File: src/design/ddr3_host_pkg.sv
// package: command codes, pin widths and timing constants for the dram command host
package ddr3_host_pkg;
	localparam int CLK_PERIOD_PS = 8000;
	localparam int BANK_W = 3;
	localparam int ROW_W = 16;
	localparam int COL_W = 10;
	localparam int DQ_W = 8;
	localparam int BANKS = 8;
	localparam int BURST_BEATS = 8;
	localparam int CHOP_BEATS = 4;
	localparam int ADDR_W = 16;
	localparam int A10_POS = 10;
	localparam int A12_POS = 12;
	// timing in picoseconds as printed, calibration windows and latencies in clocks
	localparam int T_ZQINIT_CYC = 512;
	localparam int T_ZQOPER_CYC = 256;
	localparam int T_ZQCS_CYC = 64;
	localparam int T_RCD_PS = 13750;
	localparam int T_RP_PS = 13750;
	localparam int T_RFC_PS = 260000;
	localparam int T_REFI_PS = 7800000;
	localparam int T_REFI_HOT_PS = 3900000;
	localparam int T_RCD_CYC = (T_RCD_PS + CLK_PERIOD_PS - 1) / CLK_PERIOD_PS;
	localparam int T_RP_CYC = (T_RP_PS + CLK_PERIOD_PS - 1) / CLK_PERIOD_PS;
	localparam int T_RFC_CYC = (T_RFC_PS + CLK_PERIOD_PS - 1) / CLK_PERIOD_PS;
	localparam int T_REFI_CYC = T_REFI_PS / CLK_PERIOD_PS;
	localparam int T_REFI_HOT_CYC = T_REFI_HOT_PS / CLK_PERIOD_PS;
	localparam int MAX_POSTED = 8;
	localparam int CL_CYC = 6;
	localparam int CWL_CYC = 5;
	localparam int TIMER_W = 11;
	localparam int REFCNT_W = 10;
	localparam logic [2:0] OP_ACT = 3'h0;
	localparam logic [2:0] OP_READ = 3'h1;
	localparam logic [2:0] OP_WRITE = 3'h2;
	localparam logic [2:0] OP_PRE = 3'h3;
	localparam logic [2:0] OP_PREALL = 3'h4;
	localparam logic [2:0] OP_ZQL = 3'h5;
	localparam logic [2:0] OP_ZQS = 3'h6;
	localparam logic [2:0] OP_REF = 3'h7;
	typedef enum logic [1:0] { BANK_IDLE, BANK_ACTIVE, BANK_PRECHARGING } bank_e;
	// pins {cs_n, ras_n, cas_n, we_n}
	function automatic logic [3:0] pin_code(input logic [2:0] op);
		unique case (op)
			OP_ACT:    pin_code = 4'h3;
			OP_READ:   pin_code = 4'h5;
			OP_WRITE:  pin_code = 4'h4;
			OP_PRE:    pin_code = 4'h2;
			OP_PREALL: pin_code = 4'h2;
			OP_ZQL:    pin_code = 4'h6;
			OP_ZQS:    pin_code = 4'h6;
			OP_REF:    pin_code = 4'h1;
		endcase
	endfunction : pin_code
endpackage : ddr3_host_pkg

File: src/design/ddr3_cmd_host.sv
// dram command host: bank tracking, command timing, refresh posting and write data path
// Behaviour
// device runs long calibration and updates driver and termination impedance
// host waits init or operational long-calibration window before next command
// short calibration completes within its window of 64 clocks
// activate opens given row in selected bank until precharged
// host precharges a bank before activating another row there
// read takes starting column from low address bits
// read with A10 high auto-precharges at burst end
// A12 picks chop 4 or length 8 when on-the-fly enabled
// a started burst always runs to completion
// read pins: cs low, ras high, cas low, we high, cke held high
// write pins: cs low, ras high, cas low, we low, cke held high
// write bursts to open row; A10 auto-precharge, A12 chop
// mask low stores a byte, mask high leaves it unchanged
// precharge with A10 high closes all banks, otherwise one bank
// host waits precharge time before touching a precharged bank
// host activates an idle bank before read or write to it
// precharge to idle or precharging bank acts as nop; here a precharging bank restarts its precharge time
// refresh ignores address; each refresh needs its own command
// host refreshes every 7.8us average, 3.9us when hot
// after refresh host sends only nop or deselect for refresh time
// host postpones at most eight refreshes; the count here runs on to 15 and only flags refresh_overdue from eight
// beyond eight postponed only if all refreshes fit the period
// burst mode and on-the-fly enable come from mode register zero
// nop never disturbs an operation in progress
// per-bank state idle, active with row, precharging is tracked
`timescale 1ns/1ps
`default_nettype none
module ddr3_cmd_host
	import ddr3_host_pkg::*;
(
	input  wire logic                        clk,
	input  wire logic                        reset_n,
	input  wire logic                        ce,
	input  wire logic                        hot,
	input  wire logic                        otf_enable,
	input  wire logic                        init_done,
	input  wire logic                        req_valid,
	output logic                             req_ready,
	input  wire logic [2:0]                  req_op,
	input  wire logic [ddr3_host_pkg::BANK_W-1:0] req_bank,
	input  wire logic [ddr3_host_pkg::ROW_W-1:0]  req_row,
	input  wire logic [ddr3_host_pkg::COL_W-1:0]  req_col,
	input  wire logic                        req_auto_pre,
	input  wire logic                        req_chop,
	output logic                             req_error,
	input  wire logic                        wdata_valid,
	output logic                             wdata_ready,
	input  wire logic [ddr3_host_pkg::DQ_W-1:0]   wdata,
	input  wire logic                        wmask,
	output logic                             cke,
	output logic                             cs_n,
	output logic                             ras_n,
	output logic                             cas_n,
	output logic                             we_n,
	output logic [ddr3_host_pkg::BANK_W-1:0]      ba,
	output logic [ddr3_host_pkg::ADDR_W-1:0]      addr,
	output logic [ddr3_host_pkg::DQ_W-1:0]        dq_out,
	output logic                             dq_oe,
	output logic                             dm,
	output logic [3:0]                       posted_refreshes,
	output logic                             refresh_overdue
);
	import ddr3_host_pkg::*;

	bank_e                  bank_state [BANKS];
	logic [ROW_W-1:0]       bank_row   [BANKS];
	logic [TIMER_W-1:0]     bank_timer [BANKS];
	logic [TIMER_W-1:0]     cmd_timer;
	logic [REFCNT_W-1:0]    refi_count;
	logic                   zq_first;
	logic [3:0]             wr_beats;
	logic [3:0]             wr_delay;
	logic                   issue;
	logic                   legal;
	logic [3:0]             pins;
	logic                   wb_valid;
	logic [DQ_W:0]          wb_data;
	logic                   wb_pop;

	function automatic logic [TIMER_W-1:0] cyc(input int n);
		cyc = TIMER_W'(n);
	endfunction : cyc

	// legality against tracked bank state
	always_comb begin
		unique case (req_op)
			// open-row checks
			OP_ACT:   legal = bank_state[req_bank] == BANK_IDLE && bank_timer[req_bank] == '0;
			OP_READ:  legal = bank_state[req_bank] == BANK_ACTIVE && bank_timer[req_bank] == '0;
			OP_WRITE: legal = bank_state[req_bank] == BANK_ACTIVE && bank_timer[req_bank] == '0
				&& wr_beats == 4'h0;
			default:  legal = 1'b1;
		endcase
	end

	// command spacing
	assign req_ready = ce && cmd_timer == '0 && wr_beats == 4'h0 && wr_delay == 4'h0;
	assign issue = req_valid && req_ready && legal;
	assign pins = pin_code(req_op);

	// command pins, cke low in reset and high after it; nop otherwise
	always_ff @(posedge clk) begin
		if (!reset_n) begin
			cke <= 1'b0;
			{cs_n, ras_n, cas_n, we_n} <= 4'hF;
			ba <= '0;
			addr <= '0;
			req_error <= 1'b0;
		end else if (ce) begin
			cke <= 1'b1;
			req_error <= req_valid && req_ready && !legal;
			// nop between commands
			{cs_n, ras_n, cas_n, we_n} <= issue ? pins : 4'h7;
			ba <= req_bank;
			addr <= '0;
			if (issue) begin
				unique case (req_op)
					// row address
					OP_ACT: addr <= req_row;
					OP_READ, OP_WRITE: begin
						// column, auto precharge, chop
						addr[COL_W-1:0] <= req_col;
						addr[A10_POS] <= req_auto_pre;
						addr[A12_POS] <= otf_enable ? !req_chop : 1'b1;
					end
					// all-bank precharge; A10 also marks long calibration
					OP_PREALL, OP_ZQL: addr[A10_POS] <= 1'b1;
					default: addr <= '0;
				endcase
			end
		end
	end

	always_ff @(posedge clk) begin
		if (!reset_n) begin
			cmd_timer <= '0;
			zq_first <= 1'b1;
		end else if (ce) begin
			if (issue) begin
				unique case (req_op)
					OP_ZQL: cmd_timer <= zq_first && !init_done ? cyc(T_ZQINIT_CYC)
						: cyc(T_ZQOPER_CYC);
					// short window
					OP_ZQS: cmd_timer <= cyc(T_ZQCS_CYC);
					// refresh cycle time
					OP_REF: cmd_timer <= cyc(T_RFC_CYC);
					default: cmd_timer <= '0;
				endcase
				if (req_op == OP_ZQL)
					zq_first <= 1'b0;
			end else if (cmd_timer != '0)
				cmd_timer <= cmd_timer - 1'b1;
		end
	end

	// per-bank state machine
	always_ff @(posedge clk) begin
		if (!reset_n) begin
			for (int b = 0; b < BANKS; b++) begin
				bank_state[b] <= BANK_IDLE;
				bank_row[b] <= '0;
				bank_timer[b] <= '0;
			end
		end else if (ce) begin
			for (int b = 0; b < BANKS; b++) begin
				if (bank_timer[b] != '0)
					bank_timer[b] <= bank_timer[b] - 1'b1;
				else if (bank_state[b] == BANK_PRECHARGING)
					bank_state[b] <= BANK_IDLE;
				if (issue && (req_bank == 3'(b) || req_op == OP_PREALL)) begin
					unique case (req_op)
						OP_ACT: begin
							bank_state[b] <= BANK_ACTIVE;
							bank_row[b] <= req_row;
							bank_timer[b] <= cyc(T_RCD_CYC);
						end
						OP_READ, OP_WRITE:
							// auto precharge after the burst
							if (req_auto_pre) begin
								bank_state[b] <= BANK_PRECHARGING;
								bank_timer[b] <= cyc(T_RP_CYC + CL_CYC + BURST_BEATS);
							end
						// timed from the last precharge
						OP_PRE, OP_PREALL:
							if (bank_state[b] != BANK_IDLE) begin
								bank_state[b] <= BANK_PRECHARGING;
								bank_timer[b] <= cyc(T_RP_CYC);
							end
						default: ;
					endcase
				end
			end
		end
	end

	// refresh debt, overdue from eight posted
	always_ff @(posedge clk) begin
		if (!reset_n) begin
			refi_count <= '0;
			posted_refreshes <= 4'h0;
		end else if (ce) begin
			if (refi_count >= REFCNT_W'((hot ? T_REFI_HOT_CYC : T_REFI_CYC) - 1)) begin
				refi_count <= '0;
				// saturate so long neglect never wraps back to no debt
				if (!(issue && req_op == OP_REF) && posted_refreshes != 4'hF)
					posted_refreshes <= posted_refreshes + 4'h1;
			end else begin
				refi_count <= refi_count + 1'b1;
				if (issue && req_op == OP_REF && posted_refreshes != 4'h0)
					posted_refreshes <= posted_refreshes - 4'h1;
			end
		end
	end
	assign refresh_overdue = posted_refreshes >= 4'(MAX_POSTED);

	// write data beats launched after write latency
	always_ff @(posedge clk) begin
		if (!reset_n) begin
			wr_delay <= 4'h0;
			wr_beats <= 4'h0;
		end else if (ce) begin
			if (issue && req_op == OP_WRITE) begin
				wr_delay <= 4'(CWL_CYC);
				wr_beats <= (otf_enable && req_chop) ? 4'(CHOP_BEATS) : 4'(BURST_BEATS);
			end else if (wr_delay != 4'h0)
				wr_delay <= wr_delay - 4'h1;
			else if (wr_beats != 4'h0)
				wr_beats <= wr_beats - 4'h1;
		end
	end

	assign wb_pop = wr_delay == 4'h0 && wr_beats != 4'h0;

	ddr3_beat_buffer #(.W(DQ_W + 1)) u_buf (
		.clk       (clk),
		.reset_n   (reset_n),
		.ce        (ce),
		.in_valid  (wdata_valid),
		.in_ready  (wdata_ready),
		.in_data   ({wmask, wdata}),
		.out_valid (wb_valid),
		.out_ready (wb_pop),
		.out_data  (wb_data)
	);

	// missing beat goes out masked so no byte is corrupted
	always_ff @(posedge clk) begin
		if (!reset_n) begin
			dq_out <= '0;
			dm <= 1'b1;
			dq_oe <= 1'b0;
		end else if (ce) begin
			dq_oe <= wb_pop;
			dq_out <= wb_data[DQ_W-1:0];
			dm <= !(wb_pop && wb_valid) || wb_data[DQ_W];
		end
	end

	property p_act_after_idle;
		@(posedge clk) disable iff (!reset_n)
		issue && req_op == OP_ACT |-> bank_state[req_bank] == BANK_IDLE;
	endproperty
	a_act_after_idle: assert property (p_act_after_idle)
		else $error("activate to open bank");
	property p_read_pins;
		@(posedge clk) disable iff (!reset_n)
		ce && issue && req_op == OP_READ |=> {cs_n, ras_n, cas_n, we_n} == 4'h5 && cke;
	endproperty
	a_read_pins: assert property (p_read_pins)
		else $error("read pins wrong");
	property p_write_pins;
		@(posedge clk) disable iff (!reset_n)
		ce && issue && req_op == OP_WRITE |=> {cs_n, ras_n, cas_n, we_n} == 4'h4;
	endproperty
	a_write_pins: assert property (p_write_pins)
		else $error("write pins wrong");
	property p_ref_quiet;
		@(posedge clk) disable iff (!reset_n)
		ce && issue && req_op == OP_REF |=> !issue [*8];
	endproperty
	a_ref_quiet: assert property (p_ref_quiet)
		else $error("command during refresh time");
	property p_rw_open;
		@(posedge clk) disable iff (!reset_n)
		issue && (req_op == OP_READ || req_op == OP_WRITE) |-> bank_state[req_bank] == BANK_ACTIVE;
	endproperty
	a_rw_open: assert property (p_rw_open)
		else $error("access to closed bank");
	property p_preall_a10;
		@(posedge clk) disable iff (!reset_n)
		ce && issue && req_op == OP_PREALL |=> addr[A10_POS];
	endproperty
	a_preall_a10: assert property (p_preall_a10)
		else $error("precharge all without A10");
	property p_chop_a12;
		@(posedge clk) disable iff (!reset_n)
		ce && issue && req_op == OP_READ && otf_enable |=> addr[A12_POS] == !$past(req_chop);
	endproperty
	a_chop_a12: assert property (p_chop_a12)
		else $error("A12 does not follow chop");
	property p_write_chop_a12;
		@(posedge clk) disable iff (!reset_n)
		ce && issue && req_op == OP_WRITE && otf_enable |=> addr[A12_POS] == !$past(req_chop);
	endproperty
	a_write_chop_a12: assert property (p_write_chop_a12)
		else $error("write A12 does not follow chop");
	property p_posted_limit;
		@(posedge clk) disable iff (!reset_n)
		posted_refreshes <= 4'(MAX_POSTED + 1) && (refresh_overdue == (posted_refreshes >= 4'h8));
	endproperty
	a_posted_limit: assert property (p_posted_limit)
		else $error("posted refresh count out of range");
	property p_pre_idle_nop;
		@(posedge clk) disable iff (!reset_n)
		ce && issue && req_op == OP_PRE && bank_state[req_bank] == BANK_IDLE
		|=> bank_state[$past(req_bank)] == BANK_IDLE;
	endproperty
	a_pre_idle_nop: assert property (p_pre_idle_nop)
		else $error("precharge to idle bank changed state");
	c_write: cover property (@(posedge clk) issue && req_op == OP_WRITE);
	c_read_ap: cover property (@(posedge clk) issue && req_op == OP_READ && req_auto_pre);
	c_refresh: cover property (@(posedge clk) issue && req_op == OP_REF);
	c_stall: cover property (@(posedge clk) wdata_valid && !wdata_ready);
endmodule : ddr3_cmd_host
`default_nettype wire

File: src/design/ddr3_beat_buffer.sv
// two-entry valid/ready buffer carrying data beats
`timescale 1ns/1ps
`default_nettype none
module ddr3_beat_buffer #(
	parameter int W = 9
) (
	input  wire logic         clk,
	input  wire logic         reset_n,
	input  wire logic         ce,
	input  wire logic         in_valid,
	output logic              in_ready,
	input  wire logic [W-1:0] in_data,
	output logic              out_valid,
	input  wire logic         out_ready,
	output logic      [W-1:0] out_data
);
	logic [W-1:0] mem [2];
	logic         wr_ptr;
	logic         rd_ptr;
	logic [1:0]   count;
	logic         push;
	logic         pop;

	assign in_ready = (count != 2'h2);
	assign out_valid = (count != 2'h0);
	assign push = ce && in_valid && in_ready;
	assign pop = ce && out_valid && out_ready;

	always_ff @(posedge clk) begin
		if (!reset_n) begin
			wr_ptr <= 1'b0;
			rd_ptr <= 1'b0;
			count <= 2'h0;
		end else begin
			if (push)
				wr_ptr <= ~wr_ptr;
			if (pop)
				rd_ptr <= ~rd_ptr;
			count <= count + {1'b0, push} - {1'b0, pop};
		end
	end

	always_ff @(posedge clk) begin
		if (push)
			mem[wr_ptr] <= in_data;
	end

	// read side is registered so data outputs come from flip-flops
	always_ff @(posedge clk) begin
		if (!reset_n)
			out_data <= '0;
		else if (ce)
			out_data <= (pop || !out_valid) ? (push && (count == 2'h0 || (pop && count == 2'h1))
				? in_data : mem[pop ? ~rd_ptr : rd_ptr]) : out_data;
	end
endmodule : ddr3_beat_buffer
`default_nettype wire

File: config.mk
export PLATFORM = sky130hd
export DESIGN_NAME = ddr3_cmd_host
export DESIGN_NICKNAME = d
export VERILOG_FILES = /design/src/design/ddr3_host_pkg.sv /design/src/design/ddr3_cmd_host.sv /design/src/design/ddr3_beat_buffer.sv
export SDC_FILE = /design/constraint.sdc
export NUM_CORES = 1
export LEC_CHECK = 0
export ABC_CLOCK_PERIOD_IN_PS = 3400
export BUFFER_PORTS_ARGS = -buffer_cell sky130_fd_sc_hd__buf_2
export CORE_MARGIN = 2
export CORE_UTILIZATION = 40
export DETAILED_ROUTE_END_ITERATION = 8
export PLACE_DENSITY = 0.7
export SLEW_MARGIN = 20
export SYNTH_ARGS = -nofsm -noshare
export SYNTH_HDL_FRONTEND = slang
export SYNTH_SLANG_ARGS = --single-unit
File: constraint.sdc
create_clock -name clk -period 3.4 [get_ports clk]
set_clock_uncertainty 0.05 [all_clocks]
set_input_delay 0.68 -clock clk [delete_from_list [all_inputs] [get_ports clk]]
set_output_delay 0.68 -clock clk [all_outputs]
set_load 0.05 [all_outputs]
# After elaboration in Yosys (flattened, before gate mapping)
# Memory sizes are Yosys's and may differ from the RTL's.
# Cells that the tools add are included.
dict set report classes {
  add_sub_neg 17
  magnitude_cmp 2
  eq_ne 28
  muxes 280
  bitwise 66
  n_reduce_logical 90
}
# op n
set ops {}
lappend ops {{$mux 11} 34}
lappend ops {{$mux 1} 193}
lappend ops {{$reduce_bool 11->1} 9}
lappend ops {{$sub 11x1->11 const B} 9}
lappend ops {{$mux 2} 32}
lappend ops {{$or 1x1->1} 64}
lappend ops {{$mux 4} 10}
lappend ops {{$logic_and 1x1->1} 31}
lappend ops {{$mux 10} 3}
lappend ops {{$pmux 10 s3} 1}
lappend ops {{$reduce_bool 2->1} 13}
lappend ops {{$eq 3x3->1 const B} 8}
lappend ops {{$logic_not 11->1} 2}
lappend ops {{$pmux 10 s2} 1}
lappend ops {{$eq 2x2->1 const B} 8}
lappend ops {{$mux 16} 1}
lappend ops {{$eq 3x2->1 const B} 4}
lappend ops {{$reduce_bool 4->1} 3}
lappend ops {{$sub 4x1->4 const B} 3}
lappend ops {{$logic_or 1x1->1} 11}
lappend ops {{$add 10x1->10 const B} 1}
lappend ops {{$ge 10x10->1} 1}
lappend ops {{$sub 10x1->10 const B} 1}
lappend ops {{$mux 9} 1}
lappend ops {{20 further kinds} 39}
dict set report totals {
  regBits 82
  mem_bits_rw 122
  mem_bits_ro 24
  inputBits 51
  out_inout_bits 42
  wordCells 508
  mem_count 4
}
# name words word_bits rd rd_clocked_by_memory_dff write_ports line_no
set memory_table {}
lappend memory_table {bank_timer 8 11 9 0 8 ddr3_cmd_host.sv:69} ;# logic [TIMER_W-1:0] bank_timer [BANKS];
lappend memory_table {{(no name shown)} 8 3 1 0 0 ddr3_host_pkg.sv:44} ;# unique case (op)
lappend memory_table {u_buf.mem 2 9 1 0 1 ddr3_beat_buffer.sv:17} ;# logic [W-1:0] mem [2];
lappend memory_table {bank_state 8 2 9 0 8 ddr3_cmd_host.sv:67} ;# bank_e bank_state [BANKS];

# Longest topological paths before layout
# Gate-level depths: netlist (run 1).
dict set report depth {
  ltp_word 14
  ltp_mapped 14
  mapped_depth_nobuf 14
}

# Cells and area by module
# From an unflattened synthesis (run 1), not the netlist that was laid out.
dict set report unflattened {
  cells_unflattened 1145
  hier_area_um2 11180.7
}
# mod instances cells_each area_per_inst_um2 seq_area_each_um2
set modules_own_cells {}
lappend modules_own_cells {ddr3_cmd_host 1 1030 9815.7 4504.3}
lappend modules_own_cells {ddr3_beat_buffer 1 115 1365.1 800.8}

# Worst setup path before layout (run 1)
# OpenSTA, ideal clock, no wires.
dict set report synth_path {
  path_type {in2reg}
  from {input port ce}
  to {memory bank_timer[6][1] (data pin)}
  setup_time_ns 0.255
  t_arrival_ns 3.724
  required_time_ns 3.095
  slack_ns -0.629
  cell_stages 7
  path_buffers 1
  path_cell_list {clkbuf_1 > nand2_1 > nor4_1 > nand2_1 > nor4_4 > nand4_1 > and3_1}
}
# element line_no
set synth_lines {}
lappend synth_lines {{from (decl)} ddr3_cmd_host.sv:35} ;# input wire logic ce,
lappend synth_lines {{to (decl)} ddr3_cmd_host.sv:69}

==> impl_metrics.json, run 1 <==
{
  "worst_pin_slew_ns": 0.722,
  "gp_congestion": 0.919,
  "whs_ns": 0.320,
  "core_area_mm2": 0.0276,
  "area_growth_pct": 18.6,
  "grt_usage_pct": 18.0,
  "dp_hpwl_um": 18700,
  "io_buffers": 92,
  "hold_buffers": 0,
  "crit_path_max_fanout": 7,
  "grt_setup_unrepaired": "no",
  "synth-main-ff-cell": "edfxtp_1",
  "viasPerCell": 5.36,
  "ctsRootBufferMaster": "clkbuf_16",
  "drt-met1-wl_um": 11800,
  "synth.most_common_cell": "nand2_1",
  "synth.top_cell.area_share_pct": 32.9,
  "drtIter0Drc": 549,
  "postCtsSetupBuffers": 0,
  "status": "finished, final reports clean",
  "std_cell_rows": 61,
  "tritoncts": "done",
  "timing.fmax_mhz": 307,
  "async_reset_ff_share_pct": 0,
  "finalCriticalPeriod_ns": 3.26,
  "clk_latency_ns": 0.52,
  "h-tree-depth": 1,
  "cts_sinks": 204,
  "leakagePower_nw": 5.32,
  "setup_violations": 0,
  "io_pins": 93,
  "die_h_um": 171,
  "avgRoutedWirePerCell_um": 15.5,
  "required_ns": 3.57,
  "synth_edf_count": 122,
  "synth_compound_area_share_pct": 12.7,
  "drt-total-wl_um": 26000,
  "drv_cap": 0,
  "ant_nets": 0,
  "ys_seq_area_share_pct": 47.7,
  "synth_commonest_cells": "nand2_1 (123), edfxtp_1 (122), nor2_1 (96)",
  "synth_adder_area_share_pct": 2.99,
  "highest_layer": "met4",
  "yosys-top-cells-area": "edfxtp_1 (33%), dfxtp_1 (15%), nand2_1 (4.1%), xnor2_1 (3.9%), nor3_1 (3.5%)",
  "power_mw": 7.63,
  "critPathKind": "register to register",
  "first_pass_iters": 4,
  "syn-cell-area_mm2": 0.0111,
  "power.switching_mw": 2.41,
  "fin_util_pct": 47.8,
  "finalHoldViolations": 0,
  "floorplan.initialDensity_pct": 40.3,
  "synth_top_family_by_area": "simple AND/OR/NAND/NOR gates",
  "holdCritPathClass": "input pin to register",
  "overflow": 0,
  "path_cells": "nor4b_1, o21ai_0, o211a_1, a311o_4, buf_4, o32a_2, nor2_2, buf_12, a41oi_1",
  "dp_worst_setup_slack_ns": -0.307,
  "met2WireLength_um": 12300,
  "powerDensity_mw_per_mm2": 578,
  "die_width_um": 171,
  "synth_simple_gate_area_share_pct": 23.1,
  "grt_pass1_wl_um": 43000,
  "sequentialPowerShare_pct": 42.4,
  "intPower_mw": 5.22,
  "power.share.clock_pct": 32.0,
  "grt_antenna_before_repair": 0,
  "start_kind": "register",
  "drive_above_1_share_pct": 18.4,
  "synth-seq-cells": 204,
  "clk_pin_slew_ns": 0.06,
  "endpoint_kind": "register",
  "worstPathArrival_ns": 3.43,
  "first_global_vias": 8667,
  "slowest_delay_ns": 0.54,
  "die_area_mm2": 0.0292,
  "ctsResizeCount": 0,
  "finalMaxSlewViolations": 0,
  "ys_warn_count": 0,
  "n_antenna_cell": 0,
  "pwr-share-comb_pct": 25.5,
  "cts_buffers": 23,
  "synth-xor-area-share_pct": 6.44,
  "synth_nets": 1217,
  "slew_headroom_pct": 51.7,
  "syn_inst": 1140,
  "cpMaxStageDelayCell": "nor4b_1",
  "finalNetCount": 1357,
  "cts_buffer_depth": 3,
  "syn_avg_cell_area_um2": 9.76,
  "vdd_ir_drop_max_mv": 0.461,
  "drc": 0,
  "grt_max_degree": 96,
  "min_period_over_period_pct": 95.9,
  "p_sw_share_pct": 31.6,
  "synth.distinct_cells": 80,
  "synthMuxAreaShare_pct": 3.11,
  "vias": 8971,
  "fin_ws_ns": 0.140,
  "synth_area_leader_cell": "edfxtp_1",
  "wl_met3_um": 1530
}
## sequential cells by signal (all words and copies together) (netlist names), 2 cells and up
signal and flops:
addr 16, ba 3, bank_state 16, bank_timer 88, cmd_timer 11, dq_out 8, posted_refreshes 4, refi_count 10
u_buf.count 2, u_buf.mem 18, u_buf.out_data 9, wr_beats 4, wr_delay 4
## cell families (layout without fill, tap and decap cells)
family                     after synthesis  count (layout)
muxes                                   34              34
AOI/OAI and AO/OA                      203             203
buffers and inverters                   92             249
xor gates and xnor gates                81              81
and+or+nand+nor                        500             500
DFF                                    204             204
adders and majority gates               26              26
## per-layer routing
layer | global-route usage, % | vias up
li1 | - | 4449
met1 | 24.1 | 4241
met2 | 30.4 | 242
met3 | 3.19 | 39
met4 | 4.02 | 0
met5 | 0 | -
## final timing paths
kind	slack [ns]	end	startpoint	depth (start not counted)
max	0.14	bank_timer[0][1]	bank_timer[6][8]	9
min	0.32	u_buf.mem[0][4]	wdata[4]	1
max reg2reg	0.14	bank_timer[0][1]	bank_timer[6][8]	9
min reg2reg	0.39	zq_first	zq_first	2
## stage by stage
step	instance area [um^2]	cells	TNS [ns]
floorplan	11100	1140	0
global placement	12500	1633	-16.70
detailed placement	12500	1633	-35.81
CTS	13200	1675	0
global route	13200	1675	0
finish	13200	1675	0
## cell type report
class / count / area [um^2]
Multi-Input combinational cell: 844 / 5380
Tap cell: 378 / 473
Clock buffer: 29 / 639
Timing Repair Buffer: 169 / 1150
Sequential cell: 204 / 5310
Fill cell: 2655 / 14400
Clock inverter: 13 / 104
Inverter: 38 / 143
## worst max-delay path, delay by kind of cell (launching register included)
family,cells,cell delay [ns]
AOI/OAI and AO/OA,5,1.32
buffers and inverters,2,0.33
DFF,1,0.48
and+or+nand+nor,2,0.78
## placed cells by master (no fill, tap or decap), drive strengths merged, types with 13 or more instances in the layout
cell type and count:
ha 25, nand3 27, and3 31, nor4 23, buf 169, nand2 124, a31oi 13, inv 41
nor3 78, edfxtp 122, nor2 97, mux2i 32, o21ai 53, xnor2 50, clkbuf 29, and2 13
a21oi 39, xor2 31, nor2b 26, dfxtp 82
## power by group through the flow
stage                     Sequential (mW)  Clock (mW)  Combinational, mW
after floorplan                      3.31           0               1.38
after global placement               3.28           0               1.91
after detailed placement             3.29           0               1.94
after CTS                            3.24        2.49               1.95
after global routing                 3.29        2.59               2.17
final                                3.24        2.44               1.95
No activity file was read; power rests on OpenSTA's default activity.
==> inputs of run 2 (changes only) <==
- ABC_AREA: default -> 1
- REMOVE_ABC_BUFFERS: default -> 1
==> run 2 against run 1 <==
Area after synthesis increased by 2.0%. Non-clock buffer count decreased by 40. Sequential share of layout area increased by 0.076 points. First-iteration DRC count increased by 36%. Critical endpoint is now bank_timer[7][8]. Die area increased by 2.0%. Core utilization decreased by 0.48 points. Largest cell class is now registers. Sequential cell count unchanged.
==> impl_metrics.json, run 2 <==
{
  "grt_pass1_wl_um": 45600,
  "floorplan.initialDensity_pct": 40.8,
  "critPathKind": "register to register",
  "postCtsSetupBuffers": 0,
  "top_regs": "bank_timer x88, u_buf.mem x18",
  "ys_seq_area_share_pct": 46.7,
  "vdd_ir_drop_max_mv": 0.592,
  "dp_hpwl_um": 20500,
  "overflow": 0,
  "vias": 9743,
  "cts_buffer_depth": 3,
  "grt_usage_pct": 19.1,
  "finalCriticalPeriod_ns": 3.11,
  "avgRoutedWirePerCell_um": 14.6,
  "ys_warn_count": 0,
  "first_pass_iters": 5,
  "synth_area_leader_cell": "edfxtp_1",
  "io_buffers": 92,
  "finalMaxSlewViolations": 0,
  "hold_buffers": 0,
  "whs_ns": 0.303,
  "clk_latency_ns": 0.53,
  "ant_nets": 0,
  "setup_violations": 0,
  "endpoint_kind": "register",
  "powerDensity_mw_per_mm2": 606,
  "core_area_mm2": 0.0279,
  "drive_above_1_share_pct": 13.2,
  "required_ns": 3.52,
  "area_growth_pct": 16.0,
  "synth.distinct_cells": 52,
  "cpMaxStageDelayCell": "edfxtp_1",
  "crit_path_max_fanout": 11,
  "die_width_um": 172,
  "first_global_vias": 9186,
  "min_period_over_period_pct": 91.5,
  "syn-cell-area_mm2": 0.0114,
  "clk_pin_slew_ns": 0.06,
  "status": "finished, final reports clean",
  "leakagePower_nw": 5.91,
  "synth_edf_count": 122,
  "timing.fmax_mhz": 322,
  "drtIter0Drc": 746,
  "regArea_mm2": 0.00531,
  "most-common-layout-cells": "nand2_1 (311), nor2_1 (225), inv_1 (174)",
  "viasPerCell": 5.04,
  "syn_avg_cell_area_um2": 7.99,
  "start_kind": "register",
  "multiInputGateArea_mm2": 0.00517,
  "fin_util_pct": 47.3,
  "largest_register_ffs": 88,
  "slew_headroom_pct": 59.6,
  "drv_cap": 0,
  "ctsRootBufferMaster": "clkbuf_16",
  "tritoncts": "done",
  "synth-main-ff-cell": "edfxtp_1",
  "power_mw": 7.98,
  "finalHoldViolations": 0,
  "synth.most_common_cell": "nand2_1",
  "crit_top_cell": "nand2_1",
  "cts_buffers": 24,
  "yosys-top-cells-area": "edfxtp_1 (32%), dfxtp_1 (14%), nand2_1 (10%), nor2_1 (7.4%), inv_1 (5.8%)",
  "syn_inst": 1421,
  "io_pins": 93,
  "drt-total-wl_um": 28200,
  "reg2reg_slack_ns": 0.29,
  "synth-seq-cells": 204,
  "n_antenna_cell": 0,
  "holdCritPathClass": "input pin to register",
  "fillerInstances": 2761,
  "drc": 0,
  "synth.top_cell.area_share_pct": 32.3,
  "gp_congestion": 0.936,
  "grt_max_degree": 37,
  "worstPathArrival_ns": 3.23,
  "h-tree-depth": 1,
  "synth_commonest_cells": "nand2_1 (311), nor2_1 (225), inv_1 (174)",
  "max_flop_register": "bank_timer",
  "cts_sinks": 204,
  "die_area_mm2": 0.0298,
  "grt_setup_unrepaired": "no",
  "std_cell_rows": 61,
  "tns_ns": 0,
  "slowest_delay_ns": 0.43,
  "grt_antenna_before_repair": 0,
  "worst_pin_slew_ns": 0.606,
  "async_reset_ff_share_pct": 0,
  "ctsResizeCount": 0,
  "layout.cells.most_common": "nand2_1",
  "finalNetCount": 1615,
  "die_h_um": 172,
  "path_cells": "or2_2, o21ai_0, nand3_1, nand2_1, nand2_1, nor2_1, nand2_1, nand2_1, nand2_2, nor2_2, o21ai_1, inv_1, nor2_1, nand2_1"
}
## run 2: path summary, 6_finish.rpt
check,startpoint,endpoint,cells past startpoint
max,bank_timer[4][8],bank_timer[7][8],14
min,wdata[2],u_buf.mem[1][2],1
max reg2reg,bank_timer[4][8],bank_timer[7][8],14
min reg2reg,wr_beats[0],wr_beats[0],1
## run 2: layout make-up
class,instances,share of cell area [%]
clock inverter,15,1.20
timing repair buffer,129,5.60
inverter,180,5.13
multi-input combinational,999,39.3
clock buffer,29,4.94
sequential,204,40.3
tap,378,3.59
## run 2: logic make-up after synthesis
family                   Yosys count  share of synthesized area (%)
AND/OR/NAND/NOR                  717                           27.2
multiplexers                       1                         0.0881
adder cells (fa/ha/maj)           26                           2.93
XOR/XNOR                          80                           6.29
AO/OA/AOI/OAI                    175                           9.01
flip-flops                       204                           46.7
buffers and inverters            218                           7.72
## run 2: power by group
group          switching [mW]  internal [mW]
clock                    1.04           1.59
sequential              0.237           2.95
combinational            1.40          0.758
total                    2.68           5.30
## run 2: through the flow
step / cell area [um^2] / setup slack (ns) / instances
4_1_cts: 13200 / 0.392 / 1934
3_5_place_dp: 12400 / 0.0560 / 1890
6_report: 13200 / 0.290 / 1934
5_1_grt: 13200 / 0.128 / 1934
3_3_place_gp: 12400 / 0.171 / 1890
2_1_floorplan: 11200 / -0.428 / 1383
## run 2: metal layers
layer,vias to the layer above,part of all wire (%),GRT usage [%]
li1,4904,-,-
met1,4473,44,25.4
met2,311,46,31.6
met3,55,6.5,3.25
met4,0,3.0,6.25
met5,-,0,0
## run 2: worst max-delay path, delay by kind of cell (launching register included)
| family | cells | cell delay [ns] |
|---|---|---|
| flip-flops | 1 | 0.43 |
| buffers and inverters | 1 | 0.09 |
| AND/OR/NAND/NOR | 11 | 1.65 |
| AO/OA/AOI/OAI | 2 | 0.55 |
